$ cat src/logic/wao_map.vh
// wao_map.vh: register offsets, field positions, reset values and
// converter code levels for the weight to analog output mapper.
// assumes word-indexed register addresses on a plain strobe port.
`ifndef WAO_MAP_VH
`define WAO_MAP_VH

// register word indices
`define WAO_ADDR_W          4
`define WAO_REG_CTRL        4'h0
`define WAO_REG_ZERO        4'h1
`define WAO_REG_HIGH        4'h2
`define WAO_REG_MAX         4'h3
`define WAO_REG_STAT        4'h4
`define WAO_REG_CODE        4'h5

// control register fields
`define WAO_CTRL_SRC_LSB    0
`define WAO_CTRL_SRC_MSB    2
`define WAO_CTRL_MODE_BIT   4
`define WAO_CTRL_RATE_BIT   5

// status register fields
`define WAO_STAT_BUSY_BIT   0
`define WAO_STAT_LO_BIT     1
`define WAO_STAT_HI_BIT     2

// source selection codes
`define WAO_SRC_DISP        3'h0
`define WAO_SRC_MAG_DISP    3'h1
`define WAO_SRC_GROSS       3'h2
`define WAO_SRC_RATE        3'h3
`define WAO_SRC_MAG_RATE    3'h4

// output mode
`define WAO_MODE_CURRENT    1'b0
`define WAO_MODE_VOLTAGE    1'b1

// code span: current 0..24 mA, voltage -2.4..12.5 V over 0000..FFFF
`define WAO_CUR_FAULT_LO    16'h0000
`define WAO_CUR_FAULT_HI    16'hFFFF
`define WAO_VLT_FAULT_LO    16'h0000
`define WAO_VLT_FAULT_HI    16'hFFFF
`define WAO_CODE_MAX        16'hFFFF

// reset values: nominal 4 mA / 20 mA calibration points
`define WAO_ZERO_RST        16'h2AAA
`define WAO_HIGH_RST        16'hD555
`define WAO_MAX_RST         32'h0000_2710
`define WAO_CTRL_RST        32'h0000_0000

`endif

$ cat src/logic/wao_div.v
// wao_div.v: iterative restoring divider, one quotient bit per cycle.
// assumes start is only honoured while idle; a zero divisor gives
// an all-ones quotient, which the caller treats as over-range, or as under-range for a negative sample.
`timescale 1ns/100ps

module wao_div #(
    parameter NUM_W = 48,                    // dividend width
    parameter DEN_W = 32                     // divisor width
) (
    input  wire             clk_i,           // system clock
    input  wire             rst_i,           // async reset, high
    input  wire             start_i,         // begin a division
    input  wire [NUM_W-1:0] num_i,           // dividend
    input  wire [DEN_W-1:0] den_i,           // divisor
    output reg              busy_o,          // division running
    output reg              done_o,          // quotient ready pulse
    output reg  [NUM_W-1:0] quot_o           // quotient
);

    localparam integer LAST_I = NUM_W - 1;   // final step index, wide
    localparam [5:0]   LAST   = LAST_I[5:0]; // final step index

    reg  [DEN_W:0]   rem;                    // partial remainder
    reg  [DEN_W-1:0] den;                    // held divisor
    reg  [5:0]       cnt;                    // step counter
    wire [DEN_W:0]   rem_sh;                 // shifted remainder
    wire             next_bit;               // quotient bit
    wire [DEN_W:0]   next_rem;               // remainder after step

    // one restoring step
    assign rem_sh   = {rem[DEN_W-1:0], quot_o[NUM_W-1]};
    assign next_bit = (rem_sh >= {1'b0, den});
    assign next_rem = next_bit ? (rem_sh - {1'b0, den}) : rem_sh;

    // step sequencer
    always @(posedge clk_i or posedge rst_i) begin
        if (rst_i) begin
            busy_o <= 1'b0;
            done_o <= 1'b0;
            quot_o <= {NUM_W{1'b0}};
            rem    <= {(DEN_W+1){1'b0}};
            den    <= {DEN_W{1'b0}};
            cnt    <= 6'h00;
        end else begin
            done_o <= 1'b0;
            if (start_i && !busy_o) begin    // load operands
                busy_o <= 1'b1;
                quot_o <= num_i;
                den    <= den_i;
                rem    <= {(DEN_W+1){1'b0}};
                cnt    <= 6'h00;
            end else if (busy_o) begin       // shift one bit in
                rem    <= next_rem;
                quot_o <= {quot_o[NUM_W-2:0], next_bit};
                cnt    <= cnt + 6'h01;
                if (cnt == LAST) begin
                    busy_o <= 1'b0;
                    done_o <= 1'b1;
                end
            end
        end
    end

endmodule // wao_div

$ cat src/logic/wao_sat.v
// wao_sat.v: folds a signed wide result into the 16-bit code span and
// reports which end was exceeded.
// assumes a two's complement input wider than the code.
`timescale 1ns/100ps
`include "wao_map.vh"

module wao_sat #(
    parameter IN_W = 50                      // input width
) (
    input  wire [IN_W-1:0] val_i,            // signed result
    output wire [15:0]     code_o,           // clamped code
    output wire            under_o,          // below code span
    output wire            over_o            // above code span
);

    // negative means below the bottom of the converter span
    assign under_o = val_i[IN_W-1];
    // any bit above the code width means above the top
    assign over_o  = !val_i[IN_W-1] && (|val_i[IN_W-2:16]);
    assign code_o  = under_o ? 16'h0000 :
                     over_o  ? `WAO_CODE_MAX : val_i[15:0];

endmodule // wao_sat

$ cat src/logic/wao_mapper.v
// wao_mapper.v: maps one selected weight or rate source to the 16-bit
// analog output converter code, with calibrated ends and fault levels.
// assumes weight, rate, blanking and strobe inputs come from logic on
// ref_clk_i; the converter takes dac_code_o when dac_load_o pulses.
`timescale 1ns/100ps
`include "wao_map.vh"

module wao_mapper (
    input  wire        ref_clk_i,            // 10 MHz system clock
    input  wire        sys_rst_i,            // async reset, high
    input  wire [3:0]  reg_addr_i,           // register word index
    input  wire [31:0] reg_wdata_i,          // register write data
    input  wire        reg_wr_i,             // write strobe
    input  wire        reg_rd_i,             // read strobe
    output reg  [31:0] reg_rdata_o,          // read data, next cycle
    input  wire [31:0] disp_wt_i,            // displayed weight, signed
    input  wire [31:0] gross_wt_i,           // gross weight, signed
    input  wire        wt_valid_i,           // new weight sample
    input  wire [31:0] rate_i,               // rate, signed
    input  wire        rate_valid_i,         // new rate sample
    input  wire        blank_under_i,        // display blanked low
    input  wire        blank_over_i,         // display blanked high
    input  wire        gross_mode_i,         // terminal in gross mode
    output reg  [15:0] dac_code_o,           // converter code
    output reg         dac_load_o,           // code update pulse
    output wire        out_mode_o,           // 1 voltage, 0 current
    output reg         fault_lo_o,           // bottom fault forced
    output reg         fault_hi_o            // top fault forced
);

    // state codes
    localparam [1:0] ST_IDLE = 2'b00;        // waiting for a sample
    localparam [1:0] ST_DIV  = 2'b01;        // scaling in progress

    // configuration registers
    reg  [2:0]  src;                         // selected source
    reg         mode;                        // output mode
    reg         rate_en;                     // rate function enabled
    reg  [15:0] zero_cal;                    // calibrated zero code
    reg  [15:0] high_cal;                    // calibrated high code
    reg  [31:0] max_val;                     // quantity at high limit

    // sequencing
    reg  [1:0]  state;                       // current state
    reg         neg;                         // result below zero code
    reg  [31:0] mag;                         // magnitude of sample
    reg         div_start;                   // divider start pulse
    wire        busy;                        // sample being scaled

    // selected sample
    reg  [31:0] samp;                        // sample of chosen source
    reg         samp_stb;                    // sample strobe
    reg         is_wt;                       // a weight source
    reg         is_mag;                      // a magnitude source
    wire [31:0] samp_mag;                    // sample magnitude
    wire        samp_neg;                    // sample sign
    wire        mag_over;                    // magnitude above maximum

    // scaling path
    wire [15:0] span;                        // high minus zero code
    wire [47:0] prod;                        // magnitude times span
    wire [47:0] quot;                        // scaled offset
    wire        div_busy;                    // divider running
    wire        div_done;                    // divider finished
    wire [49:0] res;                         // zero plus signed offset
    wire [15:0] sat_code;                    // clamped result
    wire        sat_under;                   // result below span
    wire        sat_over;                    // result above span

    // forcing decisions
    reg         force_lo;                    // force bottom level
    reg         force_hi;                    // force top level
    wire [15:0] fault_lo_code;               // bottom level for mode
    wire [15:0] fault_hi_code;               // top level for mode
    wire        src_ok;                      // requested source legal
    wire [2:0]  wsrc;                        // requested source

    // one output channel, mode from control
    // a mode change reaches out_mode_o in the cycle after the write; no code is re-issued
    assign out_mode_o = mode;

    // fault levels sit at the ends of the code span; the analog stage
    // maps 0000 and FFFF to the bottom and top fault levels
    assign fault_lo_code = (mode == `WAO_MODE_VOLTAGE) ?
                           `WAO_VLT_FAULT_LO :
                           `WAO_CUR_FAULT_LO;
    assign fault_hi_code = (mode == `WAO_MODE_VOLTAGE) ?
                           `WAO_VLT_FAULT_HI :
                           `WAO_CUR_FAULT_HI;

    // requested source check on a control write
    // rate codes need the enable bit of the same write, not the stored one
    assign wsrc   = reg_wdata_i[`WAO_CTRL_SRC_MSB:`WAO_CTRL_SRC_LSB];
    assign src_ok = (wsrc <= `WAO_SRC_GROSS) ||
                    (((wsrc == `WAO_SRC_RATE) ||
                      (wsrc == `WAO_SRC_MAG_RATE)) &&
                     reg_wdata_i[`WAO_CTRL_RATE_BIT]);

    // register writes; a refused source request keeps the old choice, unless
    // a rate source is chosen and the write clears the rate enable, which
    // falls back to displayed weight, so a bad write never points the output at a disabled rate source
    always @(posedge ref_clk_i or posedge sys_rst_i) begin
        if (sys_rst_i) begin
            src      <= `WAO_SRC_DISP;
            mode     <= `WAO_MODE_CURRENT;
            rate_en  <= 1'b0;
            zero_cal <= `WAO_ZERO_RST;
            high_cal <= `WAO_HIGH_RST;
            max_val  <= `WAO_MAX_RST;
        end else if (reg_wr_i) begin
            case (reg_addr_i)
                `WAO_REG_CTRL: begin         // mode, rate enable, source
                    mode    <= reg_wdata_i[`WAO_CTRL_MODE_BIT];
                    rate_en <= reg_wdata_i[`WAO_CTRL_RATE_BIT];
                    if (src_ok) begin
                        src <= wsrc;
                    end else if (src >= `WAO_SRC_RATE &&
                                 !reg_wdata_i[`WAO_CTRL_RATE_BIT]) begin
                        src <= `WAO_SRC_DISP;
                    end
                end
                `WAO_REG_ZERO: begin         // zero calibration
                    zero_cal <= reg_wdata_i[15:0];
                end
                `WAO_REG_HIGH: begin         // high calibration
                    high_cal <= reg_wdata_i[15:0];
                end
                `WAO_REG_MAX: begin          // quantity at high limit
                    max_val <= reg_wdata_i;
                end
                default: begin               // unmapped, ignored
                end
            endcase
        end
    end

    // register reads, data in the following cycle
    // zero outside the answer cycle, so slaves may be ORed together
    always @(posedge ref_clk_i or posedge sys_rst_i) begin
        if (sys_rst_i) begin
            reg_rdata_o <= 32'h0000_0000;
        end else if (reg_rd_i) begin
            case (reg_addr_i)
                `WAO_REG_CTRL: reg_rdata_o <= {26'h000_0000, rate_en,
                                               mode, 1'b0, src};
                `WAO_REG_ZERO: reg_rdata_o <= {16'h0000, zero_cal};
                `WAO_REG_HIGH: reg_rdata_o <= {16'h0000, high_cal};
                `WAO_REG_MAX:  reg_rdata_o <= max_val;
                `WAO_REG_STAT: reg_rdata_o <= {29'h0000_0000, fault_hi_o,
                                               fault_lo_o,
                                               busy};
                `WAO_REG_CODE: reg_rdata_o <= {16'h0000, dac_code_o};
                default:       reg_rdata_o <= 32'h0000_0000;
            endcase
        end else begin
            reg_rdata_o <= 32'h0000_0000;   // stands one cycle only
        end
    end

    // source multiplexer
    // the strobe follows the chosen source; a strobe of the other kind
    // is ignored, so a weight update never re-issues a rate code
    always @* begin
        samp     = disp_wt_i;
        samp_stb = wt_valid_i;
        is_wt    = 1'b1;
        is_mag   = 1'b0;
        case (src)
            `WAO_SRC_DISP: begin             // displayed weight
                samp = disp_wt_i;
            end
            `WAO_SRC_MAG_DISP: begin         // displayed magnitude
                is_mag = 1'b1;
            end
            `WAO_SRC_GROSS: begin            // gross weight
                samp = gross_wt_i;
            end
            `WAO_SRC_RATE: begin             // signed rate
                samp     = rate_i;
                samp_stb = rate_valid_i;
                is_wt    = 1'b0;
            end
            `WAO_SRC_MAG_RATE: begin         // rate magnitude
                samp     = rate_i;
                samp_stb = rate_valid_i;
                is_wt    = 1'b0;
                is_mag   = 1'b1;
            end
            default: begin                   // unreachable codes
                samp_stb = 1'b0;
            end
        endcase
    end

    // magnitude and sign of the sample
    // the most negative value keeps its own pattern as magnitude,
    // which still compares above any sane maximum
    assign samp_neg = samp[31] && !is_mag;
    assign samp_mag = samp[31] ? (32'h0000_0000 - samp) : samp;
    assign mag_over = (samp_mag > max_val);

    // forcing decisions per source
    // low beats high: a blanked-under display never shows the top level
    always @* begin
        force_lo = 1'b0;
        force_hi = 1'b0;
        if (is_wt) begin
            force_lo = blank_under_i;
            if (src == `WAO_SRC_MAG_DISP) begin
                force_hi = blank_over_i && gross_mode_i;
            end else begin
                force_hi = blank_over_i;
            end
        end else begin
            force_lo = samp_neg;
            force_hi = mag_over && !samp_neg;
        end
    end

    // linear scaling: offset = magnitude * span / maximum
    // a high point at or below the zero point gives a flat output
    assign span = (high_cal > zero_cal) ? (high_cal - zero_cal) : 16'h0000;
    // the divider loads one cycle after the strobe, so it takes the
    // magnitude latched at the strobe, never the live sample
    assign prod = {16'h0000, mag} * {32'h0000_0000, span};

    // busy spans the start cycle and the whole divide
    assign busy = (state != ST_IDLE) || div_busy;

    wao_div #(
        .NUM_W (48),
        .DEN_W (32)
    ) u_div (
        .clk_i   (ref_clk_i),
        .rst_i   (sys_rst_i),
        .start_i (div_start),
        .num_i   (prod),
        .den_i   (max_val),
        .busy_o  (div_busy),
        .done_o  (div_done),
        .quot_o  (quot)
    );

    // add or subtract the offset around the calibrated zero
    // kept wide so an overshoot past either end reaches the clamp
    // instead of wrapping back into the code span
    assign res = neg ? ({34'h0_0000_0000, zero_cal} - {2'b00, quot}) :
                       ({34'h0_0000_0000, zero_cal} + {2'b00, quot});

    wao_sat #(
        .IN_W (50)
    ) u_sat (
        .val_i   (res),
        .code_o  (sat_code),
        .under_o (sat_under),
        .over_o  (sat_over)
    );

    // sample sequencer and code latch
    // strobes arriving during a division are dropped; the first sample
    // after the load is taken, so a fast source lowers the update rate
    // and never queues stale values. a forced level answers in the
    // cycle after its strobe, a scaled one once the quotient is in;
    // either way dac_load_o pulses once
    always @(posedge ref_clk_i or posedge sys_rst_i) begin
        if (sys_rst_i) begin
            state      <= ST_IDLE;
            neg        <= 1'b0;
            mag        <= 32'h0000_0000;
            div_start  <= 1'b0;
            dac_code_o <= `WAO_ZERO_RST;
            dac_load_o <= 1'b0;
            fault_lo_o <= 1'b0;
            fault_hi_o <= 1'b0;
        end else begin
            div_start  <= 1'b0;
            dac_load_o <= 1'b0;
            case (state)
                ST_IDLE: begin               // wait for a fresh sample
                    if (samp_stb) begin
                        if (force_lo) begin
                            dac_code_o <= fault_lo_code;
                            dac_load_o <= 1'b1;
                            fault_lo_o <= 1'b1;
                            fault_hi_o <= 1'b0;
                        end else if (force_hi) begin
                            dac_code_o <= fault_hi_code;
                            dac_load_o <= 1'b1;
                            fault_lo_o <= 1'b0;
                            fault_hi_o <= 1'b1;
                        end else begin
                            neg       <= samp_neg;
                            mag       <= samp_mag;
                            div_start <= 1'b1;
                            state     <= ST_DIV;
                        end
                    end
                end
                ST_DIV: begin                // wait for the quotient
                    if (div_done) begin
                        state      <= ST_IDLE;
                        dac_load_o <= 1'b1;
                        if (sat_under) begin
                            dac_code_o <= fault_lo_code;
                            fault_lo_o <= 1'b1;
                            fault_hi_o <= 1'b0;
                        end else if (sat_over) begin
                            dac_code_o <= fault_hi_code;
                            fault_lo_o <= 1'b0;
                            fault_hi_o <= 1'b1;
                        end else begin
                            dac_code_o <= sat_code;
                            fault_lo_o <= 1'b0;
                            fault_hi_o <= 1'b0;
                        end
                    end
                end
                default: begin               // recover to idle
                    state <= ST_IDLE;
                end
            endcase
        end
    end

endmodule // wao_mapper

$ cat config.mk
export PLATFORM = sky130hd
export DESIGN_NAME = wao_mapper
export DESIGN_NICKNAME = d
export VERILOG_FILES = /design/src/logic/wao_div.v /design/src/logic/wao_sat.v /design/src/logic/wao_mapper.v
export VERILOG_INCLUDE_DIRS = /design/src /design/src/logic
export SDC_FILE = /design/constraint.sdc
export NUM_CORES = 2
export LEC_CHECK = 0
export ABC_AREA = 1
export BUFFER_PORTS_ARGS = -buffer_cell sky130_fd_sc_hd__buf_2
export CAP_MARGIN = 40
export CORE_ASPECT_RATIO = 0.6
export CORE_UTILIZATION = 55
export DETAILED_ROUTE_END_ITERATION = 6
export HOLD_SLACK_MARGIN = 0.08
export PLACE_DENSITY = 0.74
export SETUP_SLACK_MARGIN = 0.02
export SLEW_MARGIN = 15
export SYNTH_ARGS = -nofsm -noshare
export SYNTH_HDL_FRONTEND = slang
export SYNTH_SLANG_ARGS = --single-unit
$ cat constraint.sdc
create_clock -name ref_clk_i -period 14.3 [get_ports ref_clk_i]
set_input_delay 1.43 -clock ref_clk_i [delete_from_list [all_inputs] [get_ports ref_clk_i]]
set_output_delay 1.43 -clock ref_clk_i [all_outputs]
set_load 0.02 [all_outputs]
==> flow_summary_export.csv <==
group,metric,value,unit
run_status,outcome,"complete, but fails checks",
run_status,violations,"DRC",
die,dieWidth,338.9,um
synth,yosysUniqueCellTypes,70,
synth,synth_nets,6038,
grt,antenna_found_initial,5,
synth,synth_top_family_by_area,"adder cells",
synth,yosys.area.top_type_share,22.55,%
synth,yosys.area_share.simple,25.24,%
timing,worst_slew_pin_slew,0.9604,ns
timing,min_period,9.766,ns
clocking,clockRootBuffer,"clkbuf_16",
setup_path,cp-endpoint,"u_div.quot_o[45]",
grt,grt_pass1_wl,215.1,mm
clocking,clk_path_buf_depth,3,
drt,ant_nets,0,
die,core_area,66770,um^2
setup_path,startpoint_type,"flop",
drt,routed_wl,143.8,mm
setup_path,crit_arrival,10.22,ns
die,start_util,56.11,%
synth,synth-seq-area-share,18.46,%
grt,gr-total-overflow,0,
setup_path,reg2reg_from,"high_cal[0]",
setup_path,rr_worst_depth,36,
die,rows,73,
drt,drtIter0Drc,4775,
worst_hold_path,min_from,"u_div.den[6]",
synth,synth_fa_ha_area_share,30.37,%
synth,synth_area,37460,um^2
setup_path,critPathMaxStageDelay,0.62,ns
timing,timing.final.crit_share,68.29,%
setup_path,worstSetupEndpointType,"flop",
setup_path,crit_path_top_delay_cell,"inv_1",
setup_path,r2r_setup_slack,4.53,ns
place,dp_hpwl,117.1,mm
drt,drt-pass1-iter-count,7,
synth,avgSynthCellArea,7.148,um^2
setup_path,worstSetupPathType,"reg -> reg",
clocking,postCtsSetupRepairBufs,0,
synth,netlist_instances,5241,
timing,hold_viol_final,0,
setup_path,path_delay_family,"adder cells",
drt,vias,36502,
run,maxCapViolCount,0,
grt,grt_pass1_vias,34306,
drt,routedWlPerCell,23.00,um
place,io_buffers,192,
synth,async_flop_share,100.0,%
place,place_ws,4.811,ns
drt,drc,17,
timing,finalClockSkew,0.03013,ns
clocking,cts_sinks,275,
timing,fmax,102.4,MHz
die,boundaryPins,193,
synth,synth-edff-count,0,
synth,ys_ff_latch,275,
synth,synth_mux_area_share,0.2204,%
clocking,htreeDepth,1,
synth,synth_top_area_cell,"fa_1",
setup_path,cp_num_cells,36,
worst_hold_path,hold_class,"reg -> reg",
timing,rsz0062_at_grt,"false",
finish,final_nets,6125,
drt,routed_via_density,5.838,
worst_hold_path,hold_depth,2,
finish,final_common_cell,"nand2_1",
setup_path,crit_fanout,30,
synth,yosysWarnings,0,
finish,drive_above_1_share,8.055,%
clocking,cts_hold_buf,0,
timing,setup_viol,0,
setup_path,crit_start,"high_cal[0]",
timing,maxSlewViolCount,0,
grt,grt_start_max_net_pins,83,
setup_path,crit_buf_inv,9,
timing,setup_slack,4.534,ns
synth,synthTopCellsByArea,"fa_1 (23%), dfrtp_1 (16%), nand2_1 (14%)",
timing,fin_setup_tns,0,ns
clocking,ctsResizeCount,0,
synth,synth_xor_area_share,1.820,%
clocking,cts_tree,"done",
timing,slew_headroom,35.98,%
synth,synth-compound-area-share,11.64,%
synth,ys.flop_type,"dfrtp_1",
setup_path,reg2reg_to,"u_div.quot_o[45]",
die,die_y,204.2,um
place,routabilityCongestion,1.069,
clocking,clk-insertion-delay-late,0.62,ns
finish,final_cell_mix,"nand2_1 (1,368), inv_1 (985), nor2_1 (522)",
clocking,cts_buffers,29,
finish,area_growth_syn_to_layout,7.472,%
grt,grtUsageTotal,41.50,%
clocking,clk_pin_slew,0.07,ns
setup_path,cp_common_cell,"fa_1",
die,die_area,69190,um^2
setup_path,cp.required,14.75,ns
[area by class of cell]
| type | instances | area (um^2) |
|---|---|---|
| diodes | 2 | 5.005 |
| clock inverters | 13 | 133.9 |
| fillers | 6320 | 26510 |
| repair buffers | 235 | 1451 |
| well taps | 900 | 1126 |
| flip-flops and latches | 275 | 6918 |
| inverters | 1009 | 3795 |
| multi-input cells | 3778 | 26020 |
| clock buffers | 41 | 810.8 |
[worst min-delay path, stage by stage, from the launching register on]
cell     delay (ns)
dfrtp_1        0.34
nand2_1        0.05
o21ai_0        0.06
[stage by stage]
stage          std cells  util, %  hold WS [ns]  instance area (um^2)
2_1_floorplan       5241        -        0.4501                 37460
3_3_place_gp        6182    58.46        0.4667                 39030
3_5_place_dp        6193    58.74        0.4729                 39220
4_1_cts             6247    60.15        0.4885                 40160
5_1_grt             6253    60.30        0.5016                 40260
6_report            6253    60.30        0.4864                 40260
[cells by family after synthesis]
| kind of cell | Yosys count |
|---|---|
| AO/OA/AOI/OAI | 734 |
| XOR/XNOR | 77 |
| adder cells (fa/ha/maj) | 656 |
| buffers and inverters | 1188 |
| flip-flops | 275 |
| multiplexers | 7 |
| AND/OR/NAND/NOR | 2304 |
[how the worst min path moves through the flow]
stage / to / slack (ns)
after floorplan: u_div.cnt[5] / 0.45
after global placement: u_div.cnt[5] / 0.47
after detailed placement: u_div.den[20] / 0.47
after CTS: u_div.den[20] / 0.49
after global routing: u_div.den[20] / 0.50
final: u_div.den[6] / 0.49
[cell usage after synthesis, types with 13 or more instances]
master	count
o21ai_0	269
buf_1	15
a221oi_1	13
ha_1	234
nand4_1	48
nor3_1	65
dfrtp_1	247
fa_1	422
inv_2	15
o221ai_1	35
o22ai_2	21
xor2_1	45
nor2_1	525
nand3_1	196
or2_2	19
o211ai_1	19
o21ai_1	22
o21bai_1	19
clkbuf_1	121
inv_1	988
o22ai_1	23
a31oi_1	21
nor4_1	18
nand2_1	1371
xnor2_1	31
a21oi_1	233
buf_2	23
dfstp_2	28
[per-layer routing]
layer | GRT usage [%] | vias to the layer above | share of wire, %
met4 | 8.484 | 6 | 2.4
met5 | 1.667 | - | 0.11
li1 | - | 16459 | -
met3 | 15.74 | 195 | 15
met1 | 61.64 | 17426 | 44
met2 | 56.65 | 2416 | 39
[sequential cells by signal (all words and copies together) (netlist names), 32 cells and up]
register,flops
u_div.rem,32
reg_rdata_o,32
u_div.den,32
mag,32
u_div.quot_o,48
max_val,32
Power is not shown: default switching activity piles up to over one toggle a cycle in this logic, so the estimate is an artifact.
